### src/shared/can_mode_pkg.sv
// Register map, field layout and timing constants for CAN mode control
package can_mode_pkg;
   // Byte addresses of the register words
   localparam logic [7:0] ADDR_CTL0    = 8'h00;
   localparam logic [7:0] ADDR_CTL1    = 8'h04;
   localparam logic [7:0] ADDR_RXFLAG  = 8'h08;
   localparam logic [7:0] ADDR_RXIE    = 8'h0C;
   localparam logic [7:0] ADDR_TXFLAG  = 8'h10;
   localparam logic [7:0] ADDR_TXIE    = 8'h14;
   localparam logic [7:0] ADDR_TXABRQ  = 8'h18;
   localparam logic [7:0] ADDR_TXABAK  = 8'h1C;
   localparam logic [7:0] ADDR_TXBSEL  = 8'h20;
   localparam logic [7:0] ADDR_BTRA    = 8'h24;
   localparam logic [7:0] ADDR_BTRB    = 8'h28;
   localparam logic [7:0] ADDR_ACCCTL  = 8'h2C;
   localparam logic [7:0] ADDR_CODE0   = 8'h30;
   localparam logic [7:0] ADDR_MASK0   = 8'h50;
   localparam logic [7:0] ADDR_STATUS  = 8'h70;
   localparam int         ACC_REGS     = 8;
   localparam int         ACC_IDX_LSB  = 2;
   localparam int         ACC_IDX_W    = 3;
   localparam logic [7:0] ACC_SPAN     = 8'h20;

   // Primary control fields
   localparam int CTL0_INIT_REQUEST  = 0;
   localparam int CTL0_SLEEP_REQUEST   = 1;
   localparam int CTL0_WAKEEN  = 2;
   localparam int CTL0_CSWAIT  = 5;
   // Secondary control fields
   localparam int CTL1_INIT_ACK  = 0;
   localparam int CTL1_SLEEP_ACK   = 1;
   localparam int CTL1_WAKEFLT = 2;
   localparam int CTL1_LISTEN  = 4;
   localparam int CTL1_LOOP    = 5;
   localparam int CTL1_CLKSEL  = 6;
   localparam int CTL1_ENABLE  = 7;
   // Masks of rx/tx state fields kept across init
   localparam logic [7:0] KEEP_RX_STATE = 8'h3C;
   localparam logic [7:0] KEEP_TX_STATE = 8'h0C;
   // Bits of primary control kept across init
   localparam logic [7:0] KEEP_CTL0 = 8'h07;

   localparam logic [7:0] RST_CTL0   = 8'h00;
   localparam logic [7:0] RST_CTL1   = 8'h01;
   localparam logic [7:0] RST_RXFLAG = 8'h00;
   localparam logic [7:0] RST_RXIE   = 8'h00;
   localparam logic [7:0] RST_TXFLAG = 8'h07;
   localparam logic [7:0] RST_TXIE   = 8'h00;
   localparam logic [7:0] RST_TXABRQ = 8'h00;
   localparam logic [7:0] RST_TXABAK = 8'h00;
   localparam logic [7:0] RST_TXBSEL = 8'h00;
   localparam logic [7:0] RST_BTR    = 8'h00;
   localparam logic [7:0] RST_ACC    = 8'h00;
   localparam logic [7:0] TX_EMPTY   = 8'h07;

   // Resync: recessive bits per idle run and runs to leave bus-off
   localparam int IDLE_BITS    = 11;
   localparam int BUSOFF_RUNS  = 128;
   // Wake filter dominant length
   localparam int WAKE_PULSE_NS = 2000;
   localparam int CLK_MHZ       = 50;
   localparam int WAKE_PULSE_CYC = (WAKE_PULSE_NS * CLK_MHZ + 999) / 1000;

   typedef enum logic [2:0] {
      RUN, SLEEP, INIT, RESYNC
   } mode_type;

   // Events from the protocol core
   typedef struct packed {
      logic rxBusy;
      logic busOff;
      logic bitTick;
      logic coreTx;
   } core_type;
endpackage : can_mode_pkg

### src/can_mode_control.sv
// APB mode, handshake and bus pin control for a CAN controller
`timescale 1ns/1ps

// Behaviour
// (RULE1) Wake enable lets bus traffic end sleep
// (RULE2) Sleep entered only when bus idle
// (RULE3) Sleep acknowledged; persists until clear or wake
// (RULE4) Sleep request clear ignored before sleep entered
// (RULE5) Init request aborts frames, drops sync, acknowledges
// (RULE6) Init resets control and flag registers
// (RULE7) Init keeps wake, requests and state fields
// (RULE8) Config registers writable only during init
// (RULE9) Error counters untouched by init
// (RULE10) Resync after 11 recessive, bus-off 128 runs
// (RULE11) Software writes other bits only after init
// (RULE12) Init request clear ignored before init entered
// (RULE13) Tx pin recessive at once on init request
// (RULE14) Software should sleep before requesting init
// (RULE15) Tx recessive in stop or clock-stopped wait
// (RULE16) Enable bit write-once normal, free special mode
// (RULE17) Clock select picks oscillator or bus clock
// (RULE18) Loopback routes tx to rx, pin recessive
// (RULE19) Loopback ignores ack slot, raises both events
// (RULE20) Listen only: no ack, errors, transmit; frozen
// (RULE21) Wake filter: any edge or filtered pulse; unfiltered, code wakes on the recessive-to-dominant edge only
// (RULE22) Bus activity in sleep clears sleep ack
// (RULE23) Ack clears once mode actually left
module can_mode_control #(
   parameter int WAKE_CYC = can_mode_pkg::WAKE_PULSE_CYC
) (
   input  wire logic                 clk,
   input  wire logic                 rstn,
   input  wire logic                 psel,
   input  wire logic                 penable,
   input  wire logic                 pwrite,
   input  wire logic [7:0]           paddr,
   input  wire logic [31:0]          pwdata,
   output logic                      pready,
   output logic [31:0]               prdata,
   output logic                      pslverr,
   input  wire logic                 busRxPin,
   output logic                      busTxPin,
   input  wire can_mode_pkg::core_type core,
   input  wire logic [7:0]           rxStateIn,
   input  wire logic [7:0]           txStateIn,
   input  wire logic                 specialMode,
   input  wire logic                 cpuStop,
   input  wire logic                 cpuWait,
   output logic                      coreRx,
   output logic                      coreAbort,
   output logic                      synced,
   output logic                      useBusClock,
   output logic                      moduleOn,
   output logic                      loopMode,
   output logic                      listenMode,
   output logic                      ackEnable,
   output logic                      errorFrameEnable,
   output logic                      errCountFreeze,
   output logic                      wakeEvent
);
   ///////////////////////////////////////////////////////////////////////
   can_mode_pkg::mode_type mode_ff;
   logic [7:0] ctl0_ff, ctl1_ff, rxFlag_ff, rxIe_ff, txFlag_ff, txIe_ff;
   logic [7:0] txAbRq_ff, txAbAk_ff, txBsel_ff, btrA_ff, btrB_ff;
   logic [7:0] accCtl_ff;
   logic [7:0] code_ff [can_mode_pkg::ACC_REGS];
   logic [7:0] mask_ff [can_mode_pkg::ACC_REGS];
   logic       enWritten_ff, rxPrev_ff, wakeEvent_ff;
   logic [3:0] recCnt_ff;
   logic [7:0] runCnt_ff;
   logic [15:0] domCnt_ff;
   logic       busOffAtStart_ff;

   logic wr, rd, init_request, sleep_request, init_ack, sleep_ack, inInit, inSleep;
   logic wakeEn, busIdle, rxBit, activity, cfgOpen, resyncDone;
   logic [7:0] wd, nxt_ctl0;

   assign wr      = psel && penable && pwrite;
   assign rd      = psel && penable && !pwrite;
   assign wd      = pwdata[7:0];
   assign init_request  = ctl0_ff[can_mode_pkg::CTL0_INIT_REQUEST];
   assign sleep_request   = ctl0_ff[can_mode_pkg::CTL0_SLEEP_REQUEST];
   assign wakeEn  = ctl0_ff[can_mode_pkg::CTL0_WAKEEN];
   assign init_ack  = ctl1_ff[can_mode_pkg::CTL1_INIT_ACK];
   assign sleep_ack   = ctl1_ff[can_mode_pkg::CTL1_SLEEP_ACK];
   assign inInit  = init_request && init_ack;
   assign inSleep = sleep_request && sleep_ack;
   assign cfgOpen = inInit; // RULE8
   // Rx side in loopback is the own tx stream, not the pin
   assign rxBit   = ctl1_ff[can_mode_pkg::CTL1_LOOP] ? core.coreTx
                                                     : busRxPin; // RULE18
   assign busIdle = !core.rxBusy && (txFlag_ff == can_mode_pkg::TX_EMPTY); // RULE2
   ///////////////////////////////////////////////////////////////////////
   // Wake detection: edge, or dominant run of the filter length
   always_ff @(posedge clk or negedge rstn) begin
      if (!rstn) begin
         rxPrev_ff <= 1'b1;
         domCnt_ff <= 16'h0000;
      end else begin
         rxPrev_ff <= busRxPin;
         if (busRxPin) begin
            domCnt_ff <= 16'h0000;
         end else if (domCnt_ff != 16'hFFFF) begin
            domCnt_ff <= domCnt_ff + 16'h0001;
         end
      end
   end

   always_comb begin
      if (ctl1_ff[can_mode_pkg::CTL1_WAKEFLT]) begin
         activity = (domCnt_ff == 16'(WAKE_CYC - 1)) && !busRxPin; // RULE21
      end else begin
         activity = rxPrev_ff && !busRxPin; // RULE21
      end
   end
   ///////////////////////////////////////////////////////////////////////
   // Resync counter: runs of recessive bits at bit ticks
   assign resyncDone = busOffAtStart_ff
      ? (runCnt_ff == 8'(can_mode_pkg::BUSOFF_RUNS))
      : (runCnt_ff != 8'h00); // RULE10

   always_ff @(posedge clk or negedge rstn) begin
      if (!rstn) begin
         recCnt_ff <= 4'h0;
         runCnt_ff <= 8'h00;
      end else if (mode_ff != can_mode_pkg::RESYNC) begin
         recCnt_ff <= 4'h0;
         runCnt_ff <= 8'h00;
      end else if (core.bitTick && !resyncDone) begin
         if (!rxBit) begin
            recCnt_ff <= 4'h0;
         end else if (recCnt_ff == 4'(can_mode_pkg::IDLE_BITS - 1)) begin
            recCnt_ff <= 4'h0;
            runCnt_ff <= runCnt_ff + 8'h01; // RULE10
         end else begin
            recCnt_ff <= recCnt_ff + 4'h1;
         end
      end
   end
   ///////////////////////////////////////////////////////////////////////
   // Mode machine and handshake flags
   always_ff @(posedge clk or negedge rstn) begin
      if (!rstn) begin
         mode_ff          <= can_mode_pkg::INIT;
         busOffAtStart_ff <= 1'b0;
         wakeEvent_ff     <= 1'b0;
      end else begin
         wakeEvent_ff <= 1'b0;
         case (mode_ff)
            can_mode_pkg::RUN: begin
               if (init_request) begin
                  mode_ff <= can_mode_pkg::INIT; // RULE5
               end else if (sleep_request && busIdle) begin
                  mode_ff <= can_mode_pkg::SLEEP; // RULE2
               end
            end
            can_mode_pkg::SLEEP: begin
               if (init_request) begin
                  mode_ff <= can_mode_pkg::INIT;
               end else if (!sleep_request) begin
                  mode_ff <= can_mode_pkg::RUN; // RULE3
               end else if (wakeEn && activity) begin
                  mode_ff      <= can_mode_pkg::RUN; // RULE1
                  wakeEvent_ff <= 1'b1;
               end
            end
            can_mode_pkg::INIT: begin
               if (!init_request) begin
                  mode_ff          <= can_mode_pkg::RESYNC;
                  busOffAtStart_ff <= core.busOff;
               end
            end
            default: begin
               if (init_request) begin
                  mode_ff <= can_mode_pkg::INIT;
               end else if (resyncDone) begin
                  mode_ff <= can_mode_pkg::RUN;
               end
            end
         endcase
      end
   end
   ///////////////////////////////////////////////////////////////////////
   // Primary control: requests plus stop-in-wait option
   always_comb begin
      nxt_ctl0 = ctl0_ff;
      if (wr && paddr == can_mode_pkg::ADDR_CTL0) begin
         nxt_ctl0[can_mode_pkg::CTL0_WAKEEN] = wd[can_mode_pkg::CTL0_WAKEEN];
         nxt_ctl0[can_mode_pkg::CTL0_CSWAIT] = wd[can_mode_pkg::CTL0_CSWAIT];
         if (wd[can_mode_pkg::CTL0_SLEEP_REQUEST] || inSleep) begin
            nxt_ctl0[can_mode_pkg::CTL0_SLEEP_REQUEST] = wd[can_mode_pkg::CTL0_SLEEP_REQUEST]; // RULE4
         end
         if (wd[can_mode_pkg::CTL0_INIT_REQUEST] || inInit) begin
            nxt_ctl0[can_mode_pkg::CTL0_INIT_REQUEST] = wd[can_mode_pkg::CTL0_INIT_REQUEST]; // RULE12
         end
      end
      // Self wake clears the request; wins over a concurrent write
      if (mode_ff == can_mode_pkg::SLEEP && sleep_request && wakeEn && activity) begin
         nxt_ctl0[can_mode_pkg::CTL0_SLEEP_REQUEST] = 1'b0; // RULE3
      end
      if (nxt_ctl0[can_mode_pkg::CTL0_INIT_REQUEST] && !init_request) begin
         nxt_ctl0 = nxt_ctl0 & can_mode_pkg::KEEP_CTL0; // RULE6 RULE7
      end
   end

   always_ff @(posedge clk or negedge rstn) begin
      if (!rstn) begin
         ctl0_ff <= can_mode_pkg::RST_CTL0;
      end else begin
         ctl0_ff <= nxt_ctl0;
      end
   end
   ///////////////////////////////////////////////////////////////////////
   // Secondary control: config bits locked outside init, acks from mode
   always_ff @(posedge clk or negedge rstn) begin
      if (!rstn) begin
         ctl1_ff      <= can_mode_pkg::RST_CTL1;
         enWritten_ff <= 1'b0;
      end else begin
         if (wr && paddr == can_mode_pkg::ADDR_CTL1 && cfgOpen) begin // RULE8
            ctl1_ff[6:2] <= wd[6:2];
            ctl1_ff[3]   <= 1'b0;
            if (specialMode || !enWritten_ff) begin
               ctl1_ff[can_mode_pkg::CTL1_ENABLE] <=
                  wd[can_mode_pkg::CTL1_ENABLE]; // RULE16
               enWritten_ff <= !specialMode; // RULE16
            end
         end
         ctl1_ff[can_mode_pkg::CTL1_INIT_ACK] <=
            (mode_ff == can_mode_pkg::INIT); // RULE5 RULE23
         ctl1_ff[can_mode_pkg::CTL1_SLEEP_ACK] <=
            (mode_ff == can_mode_pkg::SLEEP) && sleep_request; // RULE3 RULE22 RULE23
      end
   end
   ///////////////////////////////////////////////////////////////////////
   // Flag and buffer registers reset on init entry; state fields kept
   always_ff @(posedge clk or negedge rstn) begin
      if (!rstn) begin
         rxFlag_ff <= can_mode_pkg::RST_RXFLAG;
         rxIe_ff   <= can_mode_pkg::RST_RXIE;
         txFlag_ff <= can_mode_pkg::RST_TXFLAG;
         txIe_ff   <= can_mode_pkg::RST_TXIE;
         txAbRq_ff <= can_mode_pkg::RST_TXABRQ;
         txAbAk_ff <= can_mode_pkg::RST_TXABAK;
         txBsel_ff <= can_mode_pkg::RST_TXBSEL;
      end else if (nxt_ctl0[can_mode_pkg::CTL0_INIT_REQUEST] && !init_request) begin
         rxFlag_ff <= can_mode_pkg::RST_RXFLAG; // RULE6
         rxIe_ff   <= (rxIe_ff & can_mode_pkg::KEEP_RX_STATE); // RULE7
         txFlag_ff <= can_mode_pkg::RST_TXFLAG;
         txIe_ff   <= (txIe_ff & can_mode_pkg::KEEP_TX_STATE); // RULE7
         txAbRq_ff <= can_mode_pkg::RST_TXABRQ;
         txAbAk_ff <= can_mode_pkg::RST_TXABAK;
         txBsel_ff <= can_mode_pkg::RST_TXBSEL;
      end else if (wr) begin
         if (paddr == can_mode_pkg::ADDR_RXFLAG) begin
            rxFlag_ff <= rxFlag_ff & ~wd;
         end else if (paddr == can_mode_pkg::ADDR_RXIE) begin
            rxIe_ff <= wd;
         end else if (paddr == can_mode_pkg::ADDR_TXFLAG) begin
            txFlag_ff <= wd;
         end else if (paddr == can_mode_pkg::ADDR_TXIE) begin
            txIe_ff <= wd;
         end else if (paddr == can_mode_pkg::ADDR_TXABRQ) begin
            txAbRq_ff <= wd;
         end else if (paddr == can_mode_pkg::ADDR_TXBSEL) begin
            txBsel_ff <= wd;
         end
      end
   end
   ///////////////////////////////////////////////////////////////////////
   // Timing and acceptance registers, writable only in init
   always_ff @(posedge clk or negedge rstn) begin
      if (!rstn) begin
         btrA_ff   <= can_mode_pkg::RST_BTR;
         btrB_ff   <= can_mode_pkg::RST_BTR;
         accCtl_ff <= can_mode_pkg::RST_ACC;
      end else if (wr && cfgOpen) begin // RULE8
         if (paddr == can_mode_pkg::ADDR_BTRA) begin
            btrA_ff <= wd;
         end else if (paddr == can_mode_pkg::ADDR_BTRB) begin
            btrB_ff <= wd;
         end else if (paddr == can_mode_pkg::ADDR_ACCCTL) begin
            accCtl_ff <= wd;
         end
      end
   end

   for (genvar i = 0; i < can_mode_pkg::ACC_REGS; i++) begin : g_acc
      localparam logic [7:0] CODE_A = can_mode_pkg::ADDR_CODE0 + 8'(4 * i);
      localparam logic [7:0] MASK_A = can_mode_pkg::ADDR_MASK0 + 8'(4 * i);
      always_ff @(posedge clk or negedge rstn) begin
         if (!rstn) begin
            code_ff[i] <= can_mode_pkg::RST_ACC;
            mask_ff[i] <= can_mode_pkg::RST_ACC;
         end else if (wr && cfgOpen) begin // RULE8
            if (paddr == CODE_A) begin
               code_ff[i] <= wd;
            end else if (paddr == MASK_A) begin
               mask_ff[i] <= wd;
            end
         end
      end
   end
   ///////////////////////////////////////////////////////////////////////
   // APB read path; zero-wait, unmapped reads zero with no error
   logic [7:0] rdv;
   logic [2:0] accIdx;
   assign accIdx = 3'((paddr - can_mode_pkg::ADDR_CODE0)
                      >> can_mode_pkg::ACC_IDX_LSB);
   always_comb begin
      rdv = 8'h00;
      if (paddr == can_mode_pkg::ADDR_CTL0) begin
         rdv = ctl0_ff;
      end else if (paddr == can_mode_pkg::ADDR_CTL1) begin
         rdv = ctl1_ff;
      end else if (paddr == can_mode_pkg::ADDR_RXFLAG) begin
         rdv = rxFlag_ff;
      end else if (paddr == can_mode_pkg::ADDR_RXIE) begin
         rdv = (rxIe_ff & ~can_mode_pkg::KEEP_RX_STATE)
             | (rxStateIn & can_mode_pkg::KEEP_RX_STATE);
      end else if (paddr == can_mode_pkg::ADDR_TXFLAG) begin
         rdv = txFlag_ff;
      end else if (paddr == can_mode_pkg::ADDR_TXIE) begin
         rdv = (txIe_ff & ~can_mode_pkg::KEEP_TX_STATE)
             | (txStateIn & can_mode_pkg::KEEP_TX_STATE);
      end else if (paddr == can_mode_pkg::ADDR_TXABRQ) begin
         rdv = txAbRq_ff;
      end else if (paddr == can_mode_pkg::ADDR_TXABAK) begin
         rdv = txAbAk_ff;
      end else if (paddr == can_mode_pkg::ADDR_TXBSEL) begin
         rdv = txBsel_ff;
      end else if (paddr == can_mode_pkg::ADDR_BTRA) begin
         rdv = btrA_ff;
      end else if (paddr == can_mode_pkg::ADDR_BTRB) begin
         rdv = btrB_ff;
      end else if (paddr == can_mode_pkg::ADDR_ACCCTL) begin
         rdv = accCtl_ff;
      end else if (paddr[1:0] == 2'h0 && paddr >= can_mode_pkg::ADDR_CODE0
                   && paddr < can_mode_pkg::ADDR_MASK0) begin
         rdv = code_ff[accIdx];
      end else if (paddr[1:0] == 2'h0 && paddr >= can_mode_pkg::ADDR_MASK0
                   && paddr < can_mode_pkg::ADDR_MASK0 + can_mode_pkg::ACC_SPAN) begin
         rdv = mask_ff[accIdx];
      end else if (paddr == can_mode_pkg::ADDR_STATUS) begin
         rdv = {5'h00, mode_ff};
      end
   end

   always_ff @(posedge clk or negedge rstn) begin
      if (!rstn) begin
         prdata  <= 32'h0000_0000;
         pready  <= 1'b0;
         pslverr <= 1'b0;
      end else begin
         pready  <= psel && !penable;
         pslverr <= 1'b0;
         prdata  <= (psel && !penable) ? {24'h000000, rdv} : prdata;
      end
   end
   ///////////////////////////////////////////////////////////////////////
   // Pin and core outputs, all registered
   logic txForce;
   assign txForce = nxt_ctl0[can_mode_pkg::CTL0_INIT_REQUEST] // RULE13
      || mode_ff != can_mode_pkg::RUN
      || cpuStop || (cpuWait && ctl0_ff[can_mode_pkg::CTL0_CSWAIT]) // RULE15
      || ctl1_ff[can_mode_pkg::CTL1_LOOP] // RULE18
      || ctl1_ff[can_mode_pkg::CTL1_LISTEN] // RULE20
      || !ctl1_ff[can_mode_pkg::CTL1_ENABLE]; // RULE16

   always_ff @(posedge clk or negedge rstn) begin
      if (!rstn) begin
         busTxPin         <= 1'b1;
         coreRx           <= 1'b1;
         coreAbort        <= 1'b1;
         synced           <= 1'b0;
         useBusClock      <= 1'b0;
         moduleOn         <= 1'b0;
         loopMode         <= 1'b0;
         listenMode       <= 1'b0;
         ackEnable        <= 1'b0;
         errorFrameEnable <= 1'b0;
         errCountFreeze   <= 1'b0;
         wakeEvent        <= 1'b0;
      end else begin
         busTxPin    <= txForce ? 1'b1 : core.coreTx;
         coreRx      <= rxBit;
         coreAbort   <= init_request || mode_ff == can_mode_pkg::INIT; // RULE5
         synced      <= mode_ff == can_mode_pkg::RUN; // RULE5
         useBusClock <= ctl1_ff[can_mode_pkg::CTL1_CLKSEL]; // RULE17
         moduleOn    <= ctl1_ff[can_mode_pkg::CTL1_ENABLE]; // RULE16
         loopMode    <= ctl1_ff[can_mode_pkg::CTL1_LOOP]; // RULE19
         listenMode  <= ctl1_ff[can_mode_pkg::CTL1_LISTEN];
         // Ack slot ignored in loopback, never sent in listen-only
         ackEnable <= !ctl1_ff[can_mode_pkg::CTL1_LISTEN]
                      && !ctl1_ff[can_mode_pkg::CTL1_LOOP]; // RULE19 RULE20
         errorFrameEnable <= !ctl1_ff[can_mode_pkg::CTL1_LISTEN]; // RULE20
         // Error counters live in the core; init never touches them
         errCountFreeze <= ctl1_ff[can_mode_pkg::CTL1_LISTEN]; // RULE20 RULE9
         wakeEvent      <= wakeEvent_ff;
      end
   end
endmodule : can_mode_control
### config.mk
export PLATFORM = sky130hd
export DESIGN_NAME = can_mode_control
export DESIGN_NICKNAME = d
export VERILOG_FILES = /design/src/shared/can_mode_pkg.sv /design/src/can_mode_control.sv
export SDC_FILE = /design/constraint.sdc
export NUM_CORES = 1
export LEC_CHECK = 0
export BUFFER_PORTS_ARGS = -buffer_cell sky130_fd_sc_hd__buf_2
export CAP_MARGIN = 15
export CELL_PAD_IN_SITES_DETAIL_PLACEMENT = 0
export CELL_PAD_IN_SITES_GLOBAL_PLACEMENT = 1
export CORE_MARGIN = 2
export CORE_UTILIZATION = 52
export CTS_CLUSTER_DIAMETER = 80
export DETAILED_ROUTE_END_ITERATION = 6
export HOLD_SLACK_MARGIN = 0.1
export PLACE_DENSITY = 0.89
export SLEW_MARGIN = 20
export SYNTH_ARGS = -nofsm -noshare
export SYNTH_HDL_FRONTEND = slang
export SYNTH_SLANG_ARGS = --single-unit
export TNS_END_PERCENT = 30
### constraint.sdc
create_clock -name clk -period 3.87 [get_ports clk]
set_clock_uncertainty 0.2 [all_clocks]
set_input_delay 0.387 -clock clk [delete_from_list [all_inputs] [get_ports clk]]
set_output_delay 0.387 -clock clk [all_outputs]
set_load 0.1 [all_outputs]
==> out/results.ini <==
[synth]
yosysWarnings=0
netlist_area_mm2=0.01337
synth_largest_area_cell=dfrtp_1
avgSynthCellArea_um2=11.62
postSynthCellCount=1150
synth-edff-count=0
ys_top_cells_by_area=dfrtp_1 47%, mux2_2 14%, mux4_2 4.4%
synth_seq_cells=259
ys_seq_area_share_pct=48.57
synth_ff_type=dfrtp_1
synthArstFlopShare_pct=100.0
synth_cell_types=87
synth_top_area_share_pct=46.80

[place]
gp_congestion=0.9551
pre_cts_ws_ns=0.8309
portBuffers=55
placed_area_mm2=0.01381
dp_hpwl_um=22870

[cts]
clk_path_buf_depth=3
insertion_delay_ns=0.55
cts-buffers-inserted=29
root_buffer=clkbuf_16
cts_setup_buffers=0
clock-sinks=259
h-tree-depth=1
clkTransAtPathRegs_ns=0.06
cts_tree=yes

[global_route]
grt_pass1_vias=9587
grt_pass1_wl_um=55570
grt_usage_pct=26.60
grt_max_degree=127
antenna_found_initial=0
grt_overflow=0

[finish]
final_layout_size_suffix_gt1_share_pct=30.25
antenna_cells=0
final_common_cell=dfrtp_1
final_area_mm2=0.01487
largest_registers=code_ff: 64 flops, mask_ff: 64 flops, domCnt_ff: 16 flops
layout.nets=1268
final_cell_mix=250 x dfrtp_1, 164 x mux2_2, 75 x nand2_1
area_growth_pct=11.21

[floorplanning]
dieHeight_um=164.3
ios=115
start_util_pct=53.09
dieArea_mm2=0.02701
core_mm2=0.02518
num_rows=58
fp.dieW_um=164.3

[critical_path]
worstPathBufferInverterCount=4
critPathMaxStageDelay_ns=0.60
worstSetupPathType=register to register
regToRegSetupSlack_ns=1.06
crit_chain=inv_1, ha_1, inv_1, nor4b_1, dlygate4sd3_1, nand4b_1, dlygate4sd3_1
path_max_fanout=5
startpoint_type=register
critical_path_required_ns=4.13
cp_slowest_cell=dlygate4sd3_1
worst_ep_arrival_time_ns=3.07
crit_family=buffers and inverters
worst_setup_path_end_kind=register

[timing]
max_freq_mhz=355.4
relSlewSlack_pct=35.03
setup_ws_ns=1.056
hold_viol=0
finalMaxSlewViolations=0
worst-slew-pin-transition_ns=0.9745
rsz0062_at_grt=false
finalSetupViolCount=0
fin_crit_sh_pct=72.71
final.setup.tns_ns=0
period_minus_slack_ns=2.814

[pwr]
ir_worst_vdd_uv=346.0
leakage_uw=0.006856
power_density_mw_per_mm2=433.9

[detailed_routing]
drt_first_iter_violations=876
finalWirelength_um=34990
drcViolationCount=0
via_per_inst=6.211
wl_per_cell_um=22.72
routed-via-count=9565
dr.pass1.iters=6
ant_nets=0

[worst_hold_path]
min_path_type=input port to register

[flow_run]
drv_cap=0

[run_status]
status=completed

-- path summary, 6_finish.rpt --
check,start,to,cells past startpoint
worst max-delay path,mode_ff[0],busTxPin,7
worst min-delay path,rxStateIn[3],prdata[3],5
worst max register to register,mode_ff[0],busTxPin,7
worst min register to register,wakeEvent_ff,wakeEvent,0
max in group asynchronous,rstn,busTxPin,3
min in group asynchronous,rstn,domCnt_ff[14],2
-- cell families (layout without fill, tap and decap cells) --
group | after synthesis | count (layout) | share of synthesized area [%]
multiplexers | 230 | 230 | 21.23
other | 1 | 25 | 0.02805
AO/OA/AOI/OAI | 206 | 206 | 10.51
flip-flops | 259 | 259 | 48.57
XOR/XNOR | 13 | 13 | 0.8517
adder cells (fa/ha/maj) | 9 | 9 | 0.8424
AND/OR/NAND/NOR | 307 | 307 | 13.13
buffers and inverters | 125 | 161 | 4.839
-- worst register-to-register path, delay by kind of cell (launching register included) --
family | cells | cell delay (ns)
buffers and inverters | 4 | 1.47
flip-flops | 1 | 0.44
adder cells (fa/ha/maj) | 1 | 0.24
AND/OR/NAND/NOR | 2 | 0.39
-- cells in the mapped netlist (all sizes together) (6+ instances only) --
master   instances
and2             9
clkbuf          35
nor4             6
dfrtp          250
dfstp            9
xnor2           11
o22ai            7
o211ai          13
a21boi           6
o21a            11
o2111ai          6
buf             66
mux2i           39
a31oi            7
and3            15
nand3b           7
a211oi          13
o21ai           54
nand2           75
nand4           12
nor2            73
inv             22
o31ai           11
mux2           165
nor2b           16
ha               9
mux4            26
nor3            17
a21oi           33
nand2b           9
nor4b           12
nand3           26
-- metrics by stage --
step / total power, uW / utilization, % / std cells / hold slack [ns]
6_report: 6451 / 59.04 / 1540 / 0.1189
5_1_grt: 6660 / 59.04 / 1540 / 0.1389
4_1_cts: 6481 / 59.04 / 1540 / 0.1019
3_5_place_dp: 3684 / 54.85 / 1481 / 0.1428
3_3_place_gp: 3668 / 54.85 / 1481 / 0.1397
2_1_floorplan: 3460 / - / 1174 / -0.1086
-- per-layer routing --
metal | up-vias | wire, um | GRT usage (%)
met5 | - | 0 | 0
met4 | 0 | 1033 | 9.011
met3 | 74 | 2611 | 3.460
met2 | 388 | 16800 | 42.98
met1 | 4869 | 14550 | 37.21
li1 | 4234 | - | -
-- area by class of cell --
| type | instances | area, um2 |
|---|---|---|
| Multi-Input combinational cell | 790 | 6319 |
| Inverter | 24 | 90.09 |
| Timing Repair Buffer | 86 | 578.1 |
| Clock inverter | 9 | 130.1 |
| Tap cell | 330 | 412.9 |
| Clock buffer | 42 | 844.6 |
| Fill cell | 1995 | 10310 |
| Sequential cell | 259 | 6492 |
-- repair_timing --
action,4_1_cts,5_1_grt
hold buffers,8,0
resized for setup,0,0
hold endpoints to repair,137,0
-- power by group --
part	total, uW	internal, uW	switching [uW]
clock	2800	1700	1100
combinational	815	195	620
sequential	2830	2780	55.4
total	6450	4680	1770
No activity file was read; power rests on OpenSTA's default activity.
